==> src/inc/epc_pkg.sv <==
/*
 enhanced parallel port cycle engine: constants, offsets, states.
 assumes a 200 MHz pclk and byte-wide apb registers in the low bits.
*/
// Functional notes
// - two protocol revisions, picked by revision bit of register at 008h
// - with no enhanced cycle running, control outputs follow the port control register
// - watchdog starts with the host strobe; expires after 10 us without wait (the code counts rev 1.7 cycles only while wait is low)
// - on expiry the cycle aborts and printer status bit 0 is set
// - select-in is address strobe, autofeed data strobe, strobe the write indicator
// - busy input is an active-low wait that stretches host cycles via iochrdy
// - rev 1.7 address write: latch sd, drive byte, write low, then strobe
// - rev 1.7: iochrdy low while wait low; never pulled when wait high
// - rev 1.7 write end: write and strobe high before the byte may change
// - rev 1.7 read: strobe, gate byte bus onto sd, release at host end
// - at end of read sd is no longer driven
// - data cycles match address cycles using data strobe and data register
// - rev 1.9 write: after latching, pull iochrdy low and await wait low
// - rev 1.9 write on wait low: write low, drive byte, strobe, await wait high
// - rev 1.9 on wait high: release iochrdy and strobe, await wait low
// - rev 1.9 write end: write high unless another write is pending
// - rev 1.9 read: iochrdy low, strobe on wait low, latch byte on wait high
// - zero-wait-state enabled by bit 7 of port mode register, both revisions
// - zero-wait: wait high gives zws low, iochrdy high; released at host end
// - wait low before host end: iochrdy low, zws not asserted
// - zero-wait reads mirror writes with read strobe and reversed direction
package epc_pkg;
    // ***************
    // register map
    // ***************
    localparam logic [7:0] PCTL_OFS  = 8'h00;
    localparam logic [7:0] PSTS_OFS  = 8'h04;
    localparam logic [7:0] CFG_OFS   = 8'h08;
    localparam logic [7:0] MODE_OFS  = 8'h10;
    localparam int PCTL_WRI   = 0;
    localparam int PCTL_AFD   = 1;
    localparam int PCTL_INIT  = 2;
    localparam int PCTL_SEL   = 3;
    localparam int PCTL_DIR   = 5;
    localparam int CFG_EPP    = 0;
    localparam int CFG_REV19  = 1;
    localparam int MODE_ZWS   = 7;
    localparam int PSTS_TOUT  = 0;
    localparam logic [5:0] PCTL_RST = 6'h00;
    localparam logic [1:0] CFG_RST  = 2'h0;
    // ***************
    // timing
    // ***************
    localparam int CLK_PERIOD_NS = 5;
    localparam int WD_TIME_US    = 10;
    localparam int WD_CYCLES     = WD_TIME_US * 1000 / CLK_PERIOD_NS;
    localparam int WD_W          = 12;
    typedef enum logic [2:0] {
        ST_IDLE, ST_V17, ST_V19_SETUP, ST_V19_STRB, ST_V19_HOLD, ST_END
    } epc_state_t;
endpackage

==> src/inc/epc_wd_if.sv <==
/*
 link between the cycle engine and its watchdog timer.
 assumes both ends run on pclk.
*/
`timescale 1ns/1ps
interface epc_wd_if;
    logic run;
    logic expire;
    modport eng (output run, input expire);
    modport tmr (input run, output expire);
endinterface
==> src/hw/epc_engine.sv <==
/*
 enhanced parallel port cycle engine with apb control registers.
 assumes isa strobes, selects, sd and all peripheral pins are asynchronous.
*/
`timescale 1ns/1ps
module epc_engine (
    // clock and reset
    input  wire logic        pclk,
    input  wire logic        presetn,
    // apb
    input  wire logic [7:0]  paddr,
    input  wire logic        psel,
    input  wire logic        penable,
    input  wire logic        pwrite,
    input  wire logic [31:0] pwdata,
    output logic      [31:0] prdata,
    output logic             pready,
    output logic             pslverr,
    // isa host
    input  wire logic        host_rd_n,
    input  wire logic        host_wr_n,
    input  wire logic        host_addr_sel,
    input  wire logic        host_data_sel,
    input  wire logic [7:0]  sd_in,
    output logic      [7:0]  sd_out,
    output logic             sd_oe_n,
    output logic             iochrdy_out,
    output logic             iochrdy_oe_n,
    output logic             zero_wait_state_n,
    // peripheral
    output logic             strobe_out_n,
    output logic             autofeed_out_n,
    output logic             select_in_n,
    output logic             init_out_n,
    input  wire logic [7:0]  periph_byte_bus_in,
    output logic      [7:0]  periph_byte_bus_out,
    output logic             periph_byte_bus_oe_n,
    input  wire logic        busy_in,
    input  wire logic        ack_in_n,
    input  wire logic        error_in_n,
    input  wire logic        slct_in,
    input  wire logic        paper_end_in
);
    // ***************
    // pin synchronisers
    // ***************
    localparam int SW = 25;
    logic [SW-1:0] raw;
    logic [SW-1:0] meta_reg;
    logic [SW-1:0] sync_reg;

    assign raw = {periph_byte_bus_in, sd_in, host_rd_n, host_wr_n, host_addr_sel,
                  host_data_sel, busy_in, ack_in_n, error_in_n, slct_in, paper_end_in};

    genvar gi;
    generate
        for (gi = 0; gi < SW; gi++)
        begin : g_sync
            always_ff @(posedge pclk or negedge presetn)
            begin
                if (!presetn)
                begin
                    meta_reg[gi] <= 1'b1;
                    sync_reg[gi] <= 1'b1;
                end
                else
                begin
                    meta_reg[gi] <= raw[gi];
                    sync_reg[gi] <= meta_reg[gi];
                end
            end
        end
    endgenerate

    logic [7:0] pd_s;
    logic [7:0] sd_s;
    logic       rd_s;
    logic       wr_s;
    logic       asel_s;
    logic       dsel_s;
    logic       wait_lo;
    logic [3:0] stat_s;

    assign pd_s    = sync_reg[24:17];
    assign sd_s    = sync_reg[16:9];
    assign rd_s    = ~sync_reg[8];
    assign wr_s    = ~sync_reg[7];
    assign asel_s  = sync_reg[6];
    assign dsel_s  = sync_reg[5];
    assign wait_lo = ~sync_reg[4];
    assign stat_s  = sync_reg[3:0];

    // ***************
    // registers and watchdog link
    // ***************
    logic [5:0] pctl_reg;
    logic [1:0] cfg_reg;
    logic       zws_en_reg;
    logic       tout_reg;
    logic       host_act;
    logic       start;
    logic       abort;
    epc_pkg::epc_state_t state, state_next;
    logic       cyc_read;
    logic       cyc_data;
    logic       cyc_on;
    logic       slow_reg;
    logic       keep_reg;
    logic       rel_reg;
    logic       pend;
    logic       apb_wr;

    epc_wd_if wdl ();

    epc_watchdog u_wd (
        .pclk    (pclk),
        .presetn (presetn),
        .wd      (wdl.tmr)
    );

    assign host_act = (rd_s || wr_s) && (asel_s || dsel_s);
    assign start    = cfg_reg[epc_pkg::CFG_EPP] && host_act;
    assign abort    = wdl.expire;
    assign cyc_on   = cyc_read ? rd_s : wr_s;
    assign pend     = rel_reg && wr_s && (asel_s || dsel_s) && cfg_reg[epc_pkg::CFG_EPP];
    // stall window: waiting on the peripheral, not on the host
    assign wdl.run  = (state == epc_pkg::ST_V17 && wait_lo)
                   || state == epc_pkg::ST_V19_SETUP || state == epc_pkg::ST_V19_STRB;

    // ***************
    // cycle sequencer
    // ***************
    always_comb
    begin
        state_next = state;
        unique case (state)
            epc_pkg::ST_IDLE:
                if (start)
                    state_next = (zws_en_reg || !cfg_reg[epc_pkg::CFG_REV19])
                               ? epc_pkg::ST_V17 : epc_pkg::ST_V19_SETUP;
            epc_pkg::ST_V17:
                if (abort)
                    state_next = epc_pkg::ST_END;
                else if (!cyc_on)
                    state_next = epc_pkg::ST_IDLE;
            epc_pkg::ST_V19_SETUP:
                if (abort)
                    state_next = epc_pkg::ST_END;
                else if (wait_lo)
                    state_next = epc_pkg::ST_V19_STRB;
            epc_pkg::ST_V19_STRB:
                if (abort)
                    state_next = epc_pkg::ST_END;
                else if (!wait_lo)
                    state_next = epc_pkg::ST_V19_HOLD;
            epc_pkg::ST_V19_HOLD:
                if (cyc_read)
                begin
                    if (!cyc_on)
                        state_next = epc_pkg::ST_IDLE;
                end
                else if (wait_lo)
                    state_next = pend ? epc_pkg::ST_V19_SETUP
                               : (rel_reg ? epc_pkg::ST_IDLE : epc_pkg::ST_END);
            epc_pkg::ST_END:
                if (!cyc_on)
                    state_next = epc_pkg::ST_IDLE;
        endcase
    end

    always_ff @(posedge pclk or negedge presetn)
    begin
        if (!presetn)
            state <= epc_pkg::ST_IDLE;
        else
            state <= state_next;
    end

    // per-cycle bookkeeping
    always_ff @(posedge pclk or negedge presetn)
    begin
        if (!presetn)
        begin
            cyc_read <= 1'b0;
            cyc_data <= 1'b0;
            slow_reg <= 1'b0;
            keep_reg <= 1'b0;
            rel_reg  <= 1'b0;
        end
        else
        begin
            if (state == epc_pkg::ST_IDLE && start)
            begin
                cyc_read <= rd_s;
                cyc_data <= dsel_s;
                slow_reg <= 1'b0;
                rel_reg  <= 1'b0;
            end
            else if (state == epc_pkg::ST_V19_HOLD && !cyc_read && wait_lo && pend)
            begin
                cyc_data <= dsel_s;
                keep_reg <= 1'b1;
                rel_reg  <= 1'b0;
            end
            else
            begin
                if (state == epc_pkg::ST_V17 && wait_lo)
                    slow_reg <= 1'b1;
                if (state != epc_pkg::ST_V19_SETUP)
                    keep_reg <= 1'b0;
                if (!cyc_on)
                    rel_reg <= 1'b1;
            end
        end
    end

    // ***************
    // peripheral control outputs
    // ***************
    logic strb_next;
    logic wrind_next;
    logic rd_nx;
    logic keep_nx;
    logic data_nx;

    // plain nets: a continuous assign would not wake on what a function reads
    assign rd_nx      = (state == epc_pkg::ST_IDLE) ? rd_s : cyc_read;
    assign keep_nx    = (state == epc_pkg::ST_V19_HOLD) ? pend : keep_reg;
    assign data_nx    = (state == epc_pkg::ST_IDLE || state == epc_pkg::ST_V19_HOLD)
                      ? dsel_s : cyc_data;
    assign strb_next  = state_next == epc_pkg::ST_V17 || state_next == epc_pkg::ST_V19_STRB;
    assign wrind_next = !rd_nx && (state_next == epc_pkg::ST_V17
                     || state_next == epc_pkg::ST_V19_STRB || state_next == epc_pkg::ST_V19_HOLD
                     || (state_next == epc_pkg::ST_V19_SETUP && keep_nx));

    always_ff @(posedge pclk or negedge presetn)
    begin
        if (!presetn)
        begin
            strobe_out_n   <= 1'b1;
            autofeed_out_n <= 1'b1;
            select_in_n    <= 1'b1;
            init_out_n     <= 1'b1;
        end
        else
        begin
            init_out_n <= ~pctl_reg[epc_pkg::PCTL_INIT];
            if (state_next == epc_pkg::ST_IDLE)
            begin
                strobe_out_n   <= ~pctl_reg[epc_pkg::PCTL_WRI];
                autofeed_out_n <= ~pctl_reg[epc_pkg::PCTL_AFD];
                select_in_n    <= ~pctl_reg[epc_pkg::PCTL_SEL];
            end
            else
            begin
                strobe_out_n   <= ~wrind_next;
                autofeed_out_n <= ~(strb_next && data_nx);
                select_in_n    <= ~(strb_next && !data_nx);
            end
        end
    end

    // ***************
    // byte buses
    // ***************
    always_ff @(posedge pclk or negedge presetn)
    begin
        if (!presetn)
        begin
            periph_byte_bus_out  <= 8'h00;
            periph_byte_bus_oe_n <= 1'b1;
            sd_out               <= 8'h00;
            sd_oe_n              <= 1'b1;
        end
        else
        begin
            if ((state == epc_pkg::ST_IDLE && start && wr_s)
                || (state == epc_pkg::ST_V19_HOLD && !cyc_read && wait_lo && pend))
                periph_byte_bus_out <= sd_s;
            if (state_next == epc_pkg::ST_IDLE)
                periph_byte_bus_oe_n <= pctl_reg[epc_pkg::PCTL_DIR];
            else
                periph_byte_bus_oe_n <= rd_nx
                                     || (state_next == epc_pkg::ST_V19_SETUP && !keep_nx);
            if (state == epc_pkg::ST_V17 || (state == epc_pkg::ST_V19_STRB && !wait_lo))
                sd_out <= pd_s;
            sd_oe_n <= !(rd_nx && state_next != epc_pkg::ST_IDLE);
        end
    end

    // ***************
    // host wait lines
    // ***************
    always_ff @(posedge pclk or negedge presetn)
    begin
        if (!presetn)
        begin
            iochrdy_out       <= 1'b0;
            iochrdy_oe_n      <= 1'b1;
            zero_wait_state_n <= 1'b1;
        end
        else
        begin
            iochrdy_out       <= 1'b0;
            iochrdy_oe_n      <= !((state_next == epc_pkg::ST_V17 && wait_lo)
                              || state_next == epc_pkg::ST_V19_SETUP
                              || state_next == epc_pkg::ST_V19_STRB);
            zero_wait_state_n <= !(state_next == epc_pkg::ST_V17 && zws_en_reg
                              && !wait_lo && !slow_reg && state != epc_pkg::ST_IDLE);
        end
    end

    // ***************
    // apb registers
    // ***************
    logic       map_hit;
    logic [7:0] rd_val;

    assign apb_wr = psel && penable && pwrite && pready;

    always_comb
    begin
        map_hit = 1'b1;
        rd_val  = 8'h00;
        unique case (paddr)
            epc_pkg::PCTL_OFS:  rd_val = {2'b00, pctl_reg};
            epc_pkg::PSTS_OFS:  rd_val = {stat_s, sync_reg[4], 2'b00, tout_reg};
            epc_pkg::CFG_OFS:   rd_val = {6'h00, cfg_reg};
            epc_pkg::MODE_OFS:  rd_val = {zws_en_reg, 7'h00};
            default:            map_hit = 1'b0;
        endcase
    end

    always_ff @(posedge pclk or negedge presetn)
    begin
        if (!presetn)
        begin
            pready  <= 1'b0;
            pslverr <= 1'b0;
            prdata  <= 32'h0000_0000;
        end
        else
        begin
            pready  <= psel && !penable;
            pslverr <= psel && !penable && !map_hit;
            if (psel && !penable)
                prdata <= {24'h00_0000, rd_val};
        end
    end

    always_ff @(posedge pclk or negedge presetn)
    begin
        if (!presetn)
        begin
            pctl_reg   <= epc_pkg::PCTL_RST;
            cfg_reg    <= epc_pkg::CFG_RST;
            zws_en_reg <= 1'b0;
        end
        else if (apb_wr)
        begin
            if (paddr == epc_pkg::PCTL_OFS)
                pctl_reg <= pwdata[5:0];
            if (paddr == epc_pkg::CFG_OFS)
                cfg_reg <= pwdata[1:0];
            if (paddr == epc_pkg::MODE_OFS)
                zws_en_reg <= pwdata[epc_pkg::MODE_ZWS];
        end
    end

    // timeout flag: write one clears, an expiry in the same cycle wins
    always_ff @(posedge pclk or negedge presetn)
    begin
        if (!presetn)
            tout_reg <= 1'b0;
        else if (abort)
            tout_reg <= 1'b1;
        else if (apb_wr && paddr == epc_pkg::PSTS_OFS && pwdata[epc_pkg::PSTS_TOUT])
            tout_reg <= 1'b0;
    end

    // ***************
    // checks
    // ***************
    logic [epc_pkg::WD_W-1:0] stall_cnt;

    always_ff @(posedge pclk or negedge presetn)
    begin
        if (!presetn)
            stall_cnt <= '0;
        else
            stall_cnt <= wdl.run ? stall_cnt + 1'b1 : '0;
    end
endmodule

==> src/hw/epc_watchdog.sv <==
/*
 watchdog: counts cycles while the engine stalls on the peripheral.
 assumes run drops within a cycle of expire.
*/
`timescale 1ns/1ps
module epc_watchdog (
    // clock and reset
    input  wire logic pclk,
    input  wire logic presetn,
    // engine side
    epc_wd_if.tmr     wd
);
    logic [epc_pkg::WD_W-1:0] cnt_reg;
    logic                     exp_reg;

    assign wd.expire = exp_reg;

    // count restarts whenever the stall ends, so each cycle gets the full window
    always_ff @(posedge pclk or negedge presetn)
    begin
        if (!presetn)
        begin
            cnt_reg <= '0;
            exp_reg <= 1'b0;
        end
        else if (!wd.run || exp_reg)
        begin
            cnt_reg <= '0;
            exp_reg <= 1'b0;
        end
        else
        begin
            cnt_reg <= cnt_reg + 1'b1;
            exp_reg <= (cnt_reg == epc_pkg::WD_W'(epc_pkg::WD_CYCLES - 2));
        end
    end
endmodule

==> config.mk <==
export PLATFORM = sky130hd
export DESIGN_NAME = epc_engine
export DESIGN_NICKNAME = d
export VERILOG_FILES = /design/src/inc/epc_pkg.sv /design/src/inc/epc_wd_if.sv /design/src/hw/epc_engine.sv /design/src/hw/epc_watchdog.sv
export SDC_FILE = /design/constraint.sdc
export NUM_CORES = 1
export LEC_CHECK = 0
export ABC_AREA = 1
export BUFFER_PORTS_ARGS = -buffer_cell sky130_fd_sc_hd__buf_2
export CAP_MARGIN = 5
export CORE_ASPECT_RATIO = 1.25
export CORE_MARGIN = 2
export CORE_UTILIZATION = 45
export CTS_CLUSTER_DIAMETER = 150
export DETAILED_ROUTE_END_ITERATION = 12
export PLACE_DENSITY_LB_ADDON = 0.08
export RECOVER_POWER = 100
export SYNTH_ARGS = -nofsm -noshare
export SYNTH_HDL_FRONTEND = slang
export SYNTH_SLANG_ARGS = --single-unit
==> constraint.sdc <==
create_clock -name pclk -period 3.1 [get_ports pclk]
set_input_delay 0.155 -clock pclk [delete_from_list [all_inputs] [get_ports pclk]]
set_output_delay 0.155 -clock pclk [all_outputs]
set_load 0.01 [all_outputs]
After elaboration in Yosys (flattened, before gate mapping)
Cells that the tools add are included.

Bitwise logic cells: 11. $add $sub $neg: 1. Reductions and logical operators: 72. Eq/ne operators: 16. Muxes and demuxes: 37.

Operators with widths (number): two-way mux 3 bit (11); case mux 8 bit (4 select lines) (1); logical AND 1 bit (30); two-way mux 1 bit (22); case mux 3 bit (6 select lines) (1); logical OR 1 bit (15); adder 12 x 1 -> 12 bit, second input constant (1); == test 12 x 11 -> 1 bit, second input constant (1); == test 3 x 2 -> 1 bit, second input constant (4); logical NOT 1 bit (12); two-way mux 12 bit (1); NOT 1 bit (11); AND reduction 2 bit (5); == test 3 bit, second input constant (3); == test 8 x 3 -> 1 bit, second input constant (1); == test 8 x 4 -> 1 bit, second input constant (1); == test 8 x 5 -> 1 bit, second input constant (1); logical NOT 8 bit (1); nonzero test 2 bit (4); == test 3 x 1 -> 1 bit, second input constant (2); logical NOT 3 bit (2); nonzero test 3 bit (2); OR reduction 4 bit (1); inequality test 3 x 1 -> 1 bit, second input constant (1); 3 further kinds (3).

Output and inout bits: 59. Flip-flop bits (word level): 115. Input bits: 70.

Depth between registers and ports, before layout
Depth in word-level cells: 15. Depth in mapped cells: 13.

By module
From an unflattened synthesis, not the netlist that was laid out.

Cell total of the unflattened synthesis: 474. Area, all modules: 4764.6 µm².

By module, submodules not included: epc_engine (cells an instance 389, area each 4091.4 µm², times used 1); epc_watchdog (cells an instance 85, area each 673.1 µm², times used 1).

Least setup slack after synthesis
OpenSTA, ideal clock, no wires.

Kind: register to register. From: register sync_reg[5], in the netlist dsel_s. To: register periph_byte_bus_out[0]. Path buffers: 1. Data required time: 2979 ps. Arrival time: 1417 ps. Setup slack: 1563 ps. Stages on the path, launching flop included: 9. Cell sequence: dfstp_2 -> inv_2 -> nand2_1 -> nand2_1 -> nor2_1 -> nand4_2 -> a21oi_4 -> buf_6 -> o21ai_1.

Cells in the longest elaborated chain, start to end: 6. Elaborated cells on any way between the ends: 9. Those cells by class: reduce/logical: 9.

Ends and longest elaborated chain: start, declared (RTL line epc_engine.sv:50) `logic [SW-1:0] sync_reg;`; start signal, assigned by index (RTL line epc_engine.sv:69) `sync_reg[gi] <= meta_reg[gi];`; logical OR 1 bit (*) (RTL line epc_engine.sv:121, epc_engine.sv:125); logical AND 1 bit (RTL line epc_engine.sv:121) `assign host_act = (rd_s || wr_s) && (asel_s || dsel_s);`; logical AND 1 bit (RTL line epc_engine.sv:122) `assign start = cfg_reg[epc_pkg::CFG_EPP] && host_act;`; logical AND 1 bit (2 in series) (RTL line epc_engine.sv:277) `if ((state == epc_pkg::ST_IDLE && start && wr_s)`; logical OR 1 bit (*) (RTL line epc_engine.sv:278) `|| (state == epc_pkg::ST_V19_HOLD && !cyc_read && wait_lo && pend))`; end signal, assigned (RTL line epc_engine.sv:279) `periph_byte_bus_out <= sd_s;`; end, declared (RTL line epc_engine.sv:36) `output logic [7:0] periph_byte_bus_out,`.

Mark *: on every way between the ends. The rest lies on a longest branch, timed or not. A chain may end at the register's enable or synchronous reset.

Worst setup path after layout
From: register state[0]. To: register periph_byte_bus_out[3].

Cells in the longest elaborated chain, start to end: 5. Elaborated cells on any way between the ends: 8. Those cells by class: eq/ne: 1; reduce/logical: 7.

Ends and longest elaborated chain: start, declared (RTL line epc_engine.sv:103) `epc_pkg::epc_state_t state, state_next;`; start signal, assigned (RTL line epc_engine.sv:174) `state <= epc_pkg::ST_IDLE;`; start signal, assigned (RTL line epc_engine.sv:176) `state <= state_next;`; == test 3 bit (RTL line epc_engine.sv:278); logical AND 1 bit (3 in series) (RTL line epc_engine.sv:278); logical OR 1 bit (*) (RTL line epc_engine.sv:278).

Marks and branches as above.

==> results.toml <==
[die]
dieHeight_um = 118.1
rows = 41
ioPinCount = 129
core_um2 = 10110
die_w_um = 95.27
start_util_pct = 46.37
die-area_um2 = 11250

[synthesis]
syn_area_um2 = 4686
syn_avg_cell_area_um2 = 10.65
synthArstFlopShare_pct = 100.0
synthCells = 440
synth-edff-count = 0
yosysMostFrequentCell = "nand2_1"
ys_warn_count = 0
yosys-top-cells-count = "96 x nand2_1, 58 x dfstp_2, 57 x dfrtp_1"
synth_top_flop_cell = "dfstp_2"
ys_seq_area_share_pct = 62.96
synth_area_leaders = "dfstp_2 33%, dfrtp_1 30%, nand2_1 7.7%"
synth_cell_types = 40
synth_seq_cells = 115
yosysTopAreaCell = "dfstp_2"
synth_top_area_share_pct = 32.52

[detailed_routing]
drc = 0
firstDrtPassIters = 4
drtIter0Drc = 127
ant_nets = 0
via_count = 3238
routedWlPerCell_um = 12.36
avgViaCountPerCell = 4.593
drt-total-wl_um = 8712

[grt]
grt_pass1_wl_um = 14650
antenna_found_initial = 0
grt_pass1_vias = 3216
grt.overflow.total = 0
grt_usage_pct = 16.95
grt_start_max_net_pins = 66

[clock_tree]
cts.path.max_buffers = 2
cts.sinks = 115
hold_buffers = 31
clk_transition_reported_paths_ns = 0.05
post_cts_buffers = 0
cts_resized = 0
numCtsBuffers = 17
root_buffer = "clkbuf_16"
tritoncts = "built"
clock_latency_ns = 0.40
htreeDepth = 4

[setup_path]
path_class = "flip-flop to flip-flop"
crit_required_ns = 3.36
end_kind = "flip-flop"
worstPathArrival_ns = 2.54
worstPathMaxFanout = 16
crit_path_start_kind = "flip-flop"

[finish]
drive_gt1_share_pct = 28.99
nNetsFinal = 635
nFillCells = 919
largest_reg_flops = 25
antenna_cells = 0
area.growth.synth_to_final_pct = 25.47
final_area_um2 = 5879
final_cells = 705

[sta]
setup_viol = 0
slew_viol_final = 65
slew_headroom_pct = -3.475
max_freq_mhz = 438.4
worstMarginPinSlew_ns = 1.552
period_minus_slack_ns = 2.281
hold_viol_final = 0
period_share_pct = 73.58
fin_setup_tns_ns = 0
rsz0062_at_grt = "no"
final.setup_skew_ns = 0.009253

[job]
cap_violations = 1

[power_and_ir_drop]
power_density_nw_per_um2 = 740.6
ir_drop_mv = 0.3851
totalPowerFinal_w = 0.004354
p_leak_nw = 2.707

[placed_design]
dp_hpwl_um = 6016
place_area_um2 = 5124
placedCellCount = 642
gp_congestion = 0.8754
port_buffers = 78

[worst_hold_path]
hold_class = "input port to flip-flop"

[status]
violations = "capacitance limit, slew limit"
status = "finished, violations left"
logic make-up (layout without fill, tap and decap cells):
kind of cell	count (synthesis)	after routing	synth area share, %
other	1	25	0.08003
xor gates and xnor gates	1	1	0.1870
muxes	9	9	2.163
AOI/OAI and AO/OA	46	46	6.008
DFF	115	115	62.96
buffers and inverters	81	193	8.918
and+or+nand+nor	185	185	19.15
adders and majority gates	2	2	0.5340
metrics by stage:
stage	setup WS (ns)	hold WS (ns)	utilization (%)
floorplan	1.563	-0.1406	-
global placement	1.318	0.2599	50.70
detailed placement	1.301	0.2611	50.70
CTS	1.286	0.02069	59.23
global route	0.5743	0.05883	58.18
finish	0.8191	0.02891	58.18
per-layer routing:
metal  GRT usage, %  share of wire (%)
met1          19.71                 41
met2          28.83                 53
met3          4.545                4.1
met4          7.337                1.8
met5              0                  0
worst paths after layout:
path / startpoint / to / slack (ns) / cells past startpoint
max: state[0] / periph_byte_bus_out[3] / 0.82 / 8
min: pwdata[7] / zws_en_reg / 0.03 / 3
max reg2reg: state[0] / periph_byte_bus_out[3] / 0.82 / 8
min reg2reg: meta_reg[6] / asel_s / 0.35 / 0
max in group asynchronous: presetn / stat_s[1] / 1.40 / 3
min in group asynchronous: presetn / state[0] / 0.69 / 2
cells in the final DEF (no fill, tap or decap), types with 10 or more instances in the layout:
master / netlist / layout
nand3_1: 15 / 16
nand2_1: 96 / 99
buf_2: 1 / 41
nor2_1: 29 / 34
a21oi_1: 10 / 10
dlygate4sd3_1: 0 / 31
clkbuf_16: 0 / 18
clkbuf_1: 1 / 37
inv_1: 37 / 41
dfstp_2: 58 / 57
o21ai_0: 9 / 20
conb_1: 1 / 25
dfrtp_1: 57 / 57
where the power goes:
group          internal (W)  total, W  leakage (nW)  switching (W)
sequential          0.00171   0.00181          1.35      0.0000977
clock               0.00108   0.00175         0.259       0.000670
combinational      0.000289  0.000788          1.10       0.000500
total               0.00309   0.00435          2.71        0.00127
critical path, cell delays in order (launching register included):
cell      delay [ns]
dfrtp_1         0.49
inv_1           0.13
nand2_2         0.07
nor2_1          0.19
inv_2           0.07
nor2_1          0.27
clkinv_1        0.18
a21oi_2         0.57
o21ai_0         0.15
cell type report:
cell class / count / area (um^2) / share of cell area [%]
Multi-Input combinational cell: 268 / 1349 / 22.94
Tap cell: 129 / 161.4 / 2.745
Timing Repair Buffer: 110 / 675.6 / 11.49
Sequential cell: 115 / 2950 / 50.18
Inverter: 51 / 191.4 / 3.256
Clock inverter: 12 / 83.83 / 1.426
Clock buffer: 20 / 467.9 / 7.959
No activity file was read; power rests on OpenSTA's default activity.
